<file path="config.mk">
export PLATFORM = sky130hd
export DESIGN_NAME = sipo_latch
export DESIGN_NICKNAME = d
export VERILOG_FILES = /design/src/core/sipo_pkg.sv /design/src/core/sipo_latch.sv
export SDC_FILE = /design/constraint.sdc
export NUM_CORES = 1
export LEC_CHECK = 0
export BUFFER_PORTS_ARGS = -buffer_cell sky130_fd_sc_hd__buf_2
export CAP_MARGIN = 20
export CORE_MARGIN = 5
export CORE_UTILIZATION = 52
export CTS_CLUSTER_DIAMETER = 120
export DETAILED_ROUTE_END_ITERATION = 10
export HOLD_SLACK_MARGIN = 0.03
export PLACE_DENSITY = 0.79
export SETUP_SLACK_MARGIN = 0.5
export SYNTH_ARGS = -nofsm -noshare
export SYNTH_HDL_FRONTEND = slang
export SYNTH_SLANG_ARGS = --single-unit
</file>
<file path="constraint.sdc">
create_clock -name clk -period 1.36 [get_ports clk]
set_input_delay 0.272 -clock clk [delete_from_list [all_inputs] [get_ports clk]]
set_output_delay 0.272 -clock clk [all_outputs]
set_load 0.05 [all_outputs]
</file>
<file path="src/core/sipo_pkg.sv">
// Package for the serial-in, parallel-out output latch.
// Assumes a single system clock; pins are sampled into that domain.
package sipo_pkg;
  localparam int SIPO_STAGES = 8;
  localparam int SIPO_SYNC_DEPTH = 3;
  localparam logic [7:0] SIPO_CLEAR_VALUE = 8'h00;
  localparam int SIPO_LAST_POS = 7;
  localparam int SIPO_FIRST_POS = 0;
endpackage

</file>
<file path="src/core/sipo_latch.sv">
// Shift register plus storage register with three-state parallel outputs.
// Assumes all pins arrive asynchronously and are sampled on clk (250 MHz);
// the pin clocks must therefore be much slower than clk.
//
// Function
// Eight-stage shift register feeds eight-bit storage
// Separate shift and storage clock inputs
// Active-low clear overrides shifting
// Serial cascade output from shift register
// Output enable high floats parallel outputs only
// Both clocks act on rising edges
// Tied clocks: storage takes pre-edge shift value
// No defined power-on state for contents
// Outputs drive high, low or float
// Shift edge loads serial input, stages advance
// Storage edge copies all stages unconditionally
// Host gives shift-to-storage setup margin
// Clear zeroes stages, storage untouched
// Cascade is last stage; outputs in order
`timescale 1ns/1ps
module sipo_latch #(
  parameter int WIDTH = sipo_pkg::SIPO_STAGES
) (
  // System
  input  wire logic             clk,
  input  wire logic             sys_rst,
  // Pins from the host
  input  wire logic             shift_clock,
  input  wire logic             store_clock,
  input  wire logic             shift_clear_n,
  input  wire logic             shift_data_in,
  input  wire logic             out_enable_n,
  // Pins to the outside
  output logic [WIDTH-1:0]      parallel_out,
  output logic [WIDTH-1:0]      parallel_oe,
  output logic                  cascade_out
);
  import sipo_pkg::*;

  typedef struct packed {
    logic [SIPO_SYNC_DEPTH-1:0] s_clk;
    logic [SIPO_SYNC_DEPTH-1:0] r_clk;
    logic [SIPO_SYNC_DEPTH-1:0] clr_n;
    logic [SIPO_SYNC_DEPTH-1:0] din;
    logic [SIPO_SYNC_DEPTH-1:0] oe_n;
    logic                       s_lvl;
    logic                       r_lvl;
    logic                       clr_lvl;
    logic                       din_lvl;
    logic                       oe_lvl;
    logic [WIDTH-1:0]           shift;
    logic [WIDTH-1:0]           store;
  } sipo_state_t;

  sipo_state_t st_reg;
  sipo_state_t st_next;
  logic        s_rise;
  logic        r_rise;
  logic        s_cur;
  logic        r_cur;
  logic        clr_cur;

  // Filtered level: a change counts once stages two and three agree
  function automatic logic sipo_filt(input logic [SIPO_SYNC_DEPTH-1:0] sh, input logic prev);
    sipo_filt = (sh[2] == sh[1]) ? sh[2] : prev;
  endfunction

  always_comb begin
    st_next = st_reg;
    st_next.s_clk = {st_reg.s_clk[1:0], shift_clock};
    st_next.r_clk = {st_reg.r_clk[1:0], store_clock};
    st_next.clr_n = {st_reg.clr_n[1:0], shift_clear_n};
    st_next.din   = {st_reg.din[1:0], shift_data_in};
    st_next.oe_n  = {st_reg.oe_n[1:0], out_enable_n};
    s_cur   = sipo_filt(st_reg.s_clk, st_reg.s_lvl);
    r_cur   = sipo_filt(st_reg.r_clk, st_reg.r_lvl);
    clr_cur = sipo_filt(st_reg.clr_n, st_reg.clr_lvl);
    st_next.s_lvl   = s_cur;
    st_next.r_lvl   = r_cur;
    st_next.clr_lvl = clr_cur;
    st_next.din_lvl = sipo_filt(st_reg.din, st_reg.din_lvl);
    st_next.oe_lvl  = sipo_filt(st_reg.oe_n, st_reg.oe_lvl);
    // Rising edges only; falling edges do nothing
    s_rise = s_cur & ~st_reg.s_lvl;
    r_rise = r_cur & ~st_reg.r_lvl;
    // Storage copies the old shift value, so tied clocks lag by one pulse
    if (r_rise) begin
      st_next.store = st_reg.shift;
    end
    // Clear is level-acting and beats any shift edge
    if (!clr_cur) begin
      st_next.shift = WIDTH'(SIPO_CLEAR_VALUE);
    end else if (s_rise) begin
      st_next.shift = {st_reg.shift[WIDTH-2:0], st_reg.din_lvl};
    end
  end

  // Reset only settles the samplers; data content stays as it was
  always_ff @(posedge clk) begin
    if (sys_rst) begin
      st_reg.s_clk   <= '0;
      st_reg.r_clk   <= '0;
      st_reg.clr_n   <= '1;
      st_reg.din     <= '0;
      st_reg.oe_n    <= '1;
      st_reg.s_lvl   <= 1'b0;
      st_reg.r_lvl   <= 1'b0;
      st_reg.clr_lvl <= 1'b1;
      st_reg.din_lvl <= 1'b0;
      st_reg.oe_lvl  <= 1'b1;
      st_reg.shift   <= st_next.shift;
      st_reg.store   <= st_next.store;
    end else begin
      st_reg <= st_next;
    end
  end

  // Stage 0 is the first output bit; cascade is the last stage
  assign parallel_out = st_reg.store;
  assign parallel_oe  = {WIDTH{~st_reg.oe_lvl}};
  assign cascade_out  = st_reg.shift[WIDTH-1];
endmodule

</file>
==> impl_metrics.toml <==
[route]
drtAntennaViolNets = 0
routed_wl_um = 1870
firstDrtPassIters = 4
via_count = 714
routedWlPerCell_um = 12.3
avgViaCountPerCell = 4.70
drt_iter0_markers = 8
route.detailed.drc = 0

[cells_and_area]
largest_register_ffs = 17
area.growth.synth_to_final_pct = 20.3
stdcell_area_mm2 = 0.00149
antennaDiodeCount = 0
drive_gt1_share_pct = 44.4
fin_nets = 130

[clocking]
path_clk_slew_ns = 0.10
clock-sinks = 36
cts_tree = "done"
htree_levels = 2
cts_made_buffers = 5
clkLatencyLatePin_ns = 0.33
hold_buffers = 0
cts_root_buf = "clkbuf_4"
cts_buffer_depth = 2

[logic_synthesis]
synth.distinct_cells = 18
ys_warn_count = 0
seq_area_frac_synth_pct = 64.8
syn_area_mm2 = 0.00123
synthCells = 104
avgSynthCellArea_um2 = 11.9
syn-num-nets = 111
ys_seq_elements = 36

[placement]
hpwl_um = 1090
port_buffers = 23
place_congestion = 0.725
placed_cell_area_mm2 = 0.00127
pre_cts_slack_ns = 0.150

[critical_path]
startpoint_type = "flip-flop"
slowest_stage = "dfxtp_2"
cp_cell_sequence = "clkinvlp_4 -> buf_2"
crit_required_ns = 1.09
cpPeakStageDelay_ns = 0.37
cp_max_fo = 8
cp.arrival_ns = 1.06
critPathKind = "reg -> out"
end_kind = "primary output"

[pwr]
seqPwrFrac_pct = 61.9
ir_drop_mv = 0.941
swShare_pct = 20.1
internal_power_mw = 1.44
power.switching_mw = 0.360
clkPwrFrac_pct = 35.7
pwr-share-comb_pct = 2.4
p_leak_nw = 0.665
cellPowerDensity_mw_per_mm2 = 1210

[grt]
grt_pass1_wl_um = 2930
antenna_found_initial = 0
grt_util_all_layers_pct = 11.9
grt_max_degree = 21
first_global_vias = 690
grt_overflow = 0

[outcome]
outcome = "finished, final reports clean"

[die]
rows = 17
start_util_pct = 55.3
design.core.area_mm2 = 0.00223
chipWidth_um = 58.7
top_level_ports = 24
die_h_um = 58.7
die_area_mm2 = 0.00345

[timing]
rsz0062_at_grt = "true"
timing.fmax_mhz = 753
whs_ns = 0.119
slew_headroom_pct = 80.9
timing.final.crit_share_pct = 97.7
slew_violations = 0
worst_pin_slew_ns = 0.286
hold_viol = 0
post-route-min-period_ns = 1.33
fin_ws_ns = 0.0316
skew_ns = 0.00660
setup_viol = 0

[worst_hold_path]
hp-class = "in -> reg"

[run]
maxCapViolCount = 0
per-layer routing:
metal | vias up | global-route usage, % | part of all wire (%)
met5 | - | 0 | 0
met4 | 0 | 8.09 | 0.91
met3 | 4 | 6.58 | 7.9
met2 | 20 | 19.4 | 51
met1 | 329 | 11.4 | 40
li1 | 361 | - | -
synthesized netlist by cell type:
cell | count | area [um2]
dfxtp_1 | 28 | 561
buf_4 | 15 | 113
nor2_1 | 10 | 37.5
nor2b_1 | 9 | 56.3
edfxtp_1 | 8 | 240
mux2i_1 | 8 | 80.1
or2_2 | 6 | 37.5
a21oi_1 | 4 | 20.0
nand2_1 | 4 | 15.0
o21ai_0 | 3 | 15.0
clkbuf_1 | 2 | 7.51
a21o_1 | 1 | 7.51
buf_6 | 1 | 11.3
inv_1 | 1 | 3.75
nand2b_1 | 1 | 6.26
nand3b_1 | 1 | 7.51
o21ai_2 | 1 | 8.76
o21bai_1 | 1 | 7.51
power by group through the flow:
stage	Combinational [mW]	Sequential, mW	Clock, mW
3_3_place_gp	0.0387	1.14	0
5_1_grt	0.0479	1.11	0.710
3_5_place_dp	0.0402	1.14	0
4_1_cts	0.0434	1.11	0.663
6_report	0.0429	1.11	0.642
2_1_floorplan	0.0311	1.14	0
repair_timing:
| action | in CTS | in global routing |
|---|---|---|
| gates resized for setup | 24 | 3 |
| cloned | 1 | 0 |
| pin swaps | 2 | 2 |
| endpoints found under the setup margin | 34 | 35 |
| setup buffers | 4 | 2 |
worst max-delay path: cells and delay by family (launching register included):
family / cells / cell delay (ns)
buffers and inverters: 2 / 0.35
flip-flops: 1 / 0.37
path summary, 6_finish.rpt:
| check | startpoint | to | slack, ns | depth (start not counted) |
|---|---|---|---|---|
| max reg2reg | st_reg[20] | st_reg[10] | 0.35 | 4 |
| min | out_enable_n | st_next[22] | 0.12 | 2 |
| min reg2reg | st_next[28] | st_next[29] | 0.42 | 1 |
| max | st_reg[16] | parallel_oe[4] | 0.03 | 2 |
layout by cell type, fill, tap and decap left out, drive strengths merged:
master / Yosys / layout
o21bai: 1 / 1
nor2b: 9 / 9
clkbuf: 2 / 7
buf: 16 / 29
a21oi: 4 / 4
o21ai: 4 / 5
mux2i: 8 / 8
clkinv: 0 / 1
dfxtp: 28 / 28
nor2: 10 / 10
or2: 6 / 6
edfxtp: 8 / 8
clkinvlp: 0 / 1
nand2b: 1 / 1
nand2: 4 / 4
a21o: 1 / 1
nand3b: 1 / 1
cell type report:
type / count / area, um2
clock inverters: 1 / 5.00
clock buffers: 7 / 66.3
flip-flops and latches: 36 / 815
multi-input cells: 50 / 333
fillers: 169 / 748
inverters: 1 / 7.51
repair buffers: 29 / 224
well taps: 28 / 35.0
logic make-up (layout without fill, tap and decap cells):
logic type | Yosys count | count (layout) | synth area share, %
AO/OA/AOI/OAI | 10 | 11 | 4.76
buffers and inverters | 19 | 38 | 10.9
flip-flops | 36 | 36 | 64.8
multiplexers | 8 | 8 | 6.48
AND/OR/NAND/NOR | 31 | 31 | 13.0
per-stage QoR:
step	cells	total power, mW	setup TNS, ns	utilization, %
after floorplan	104	1.17	0	-
after global placement	137	1.18	0	57.0
after detailed placement	137	1.18	0	57.0
after CTS	150	1.82	0	65.4
after global routing	152	1.87	-0.363	66.5
final	152	1.80	0	66.5
(Power assumes the default switching activity.)
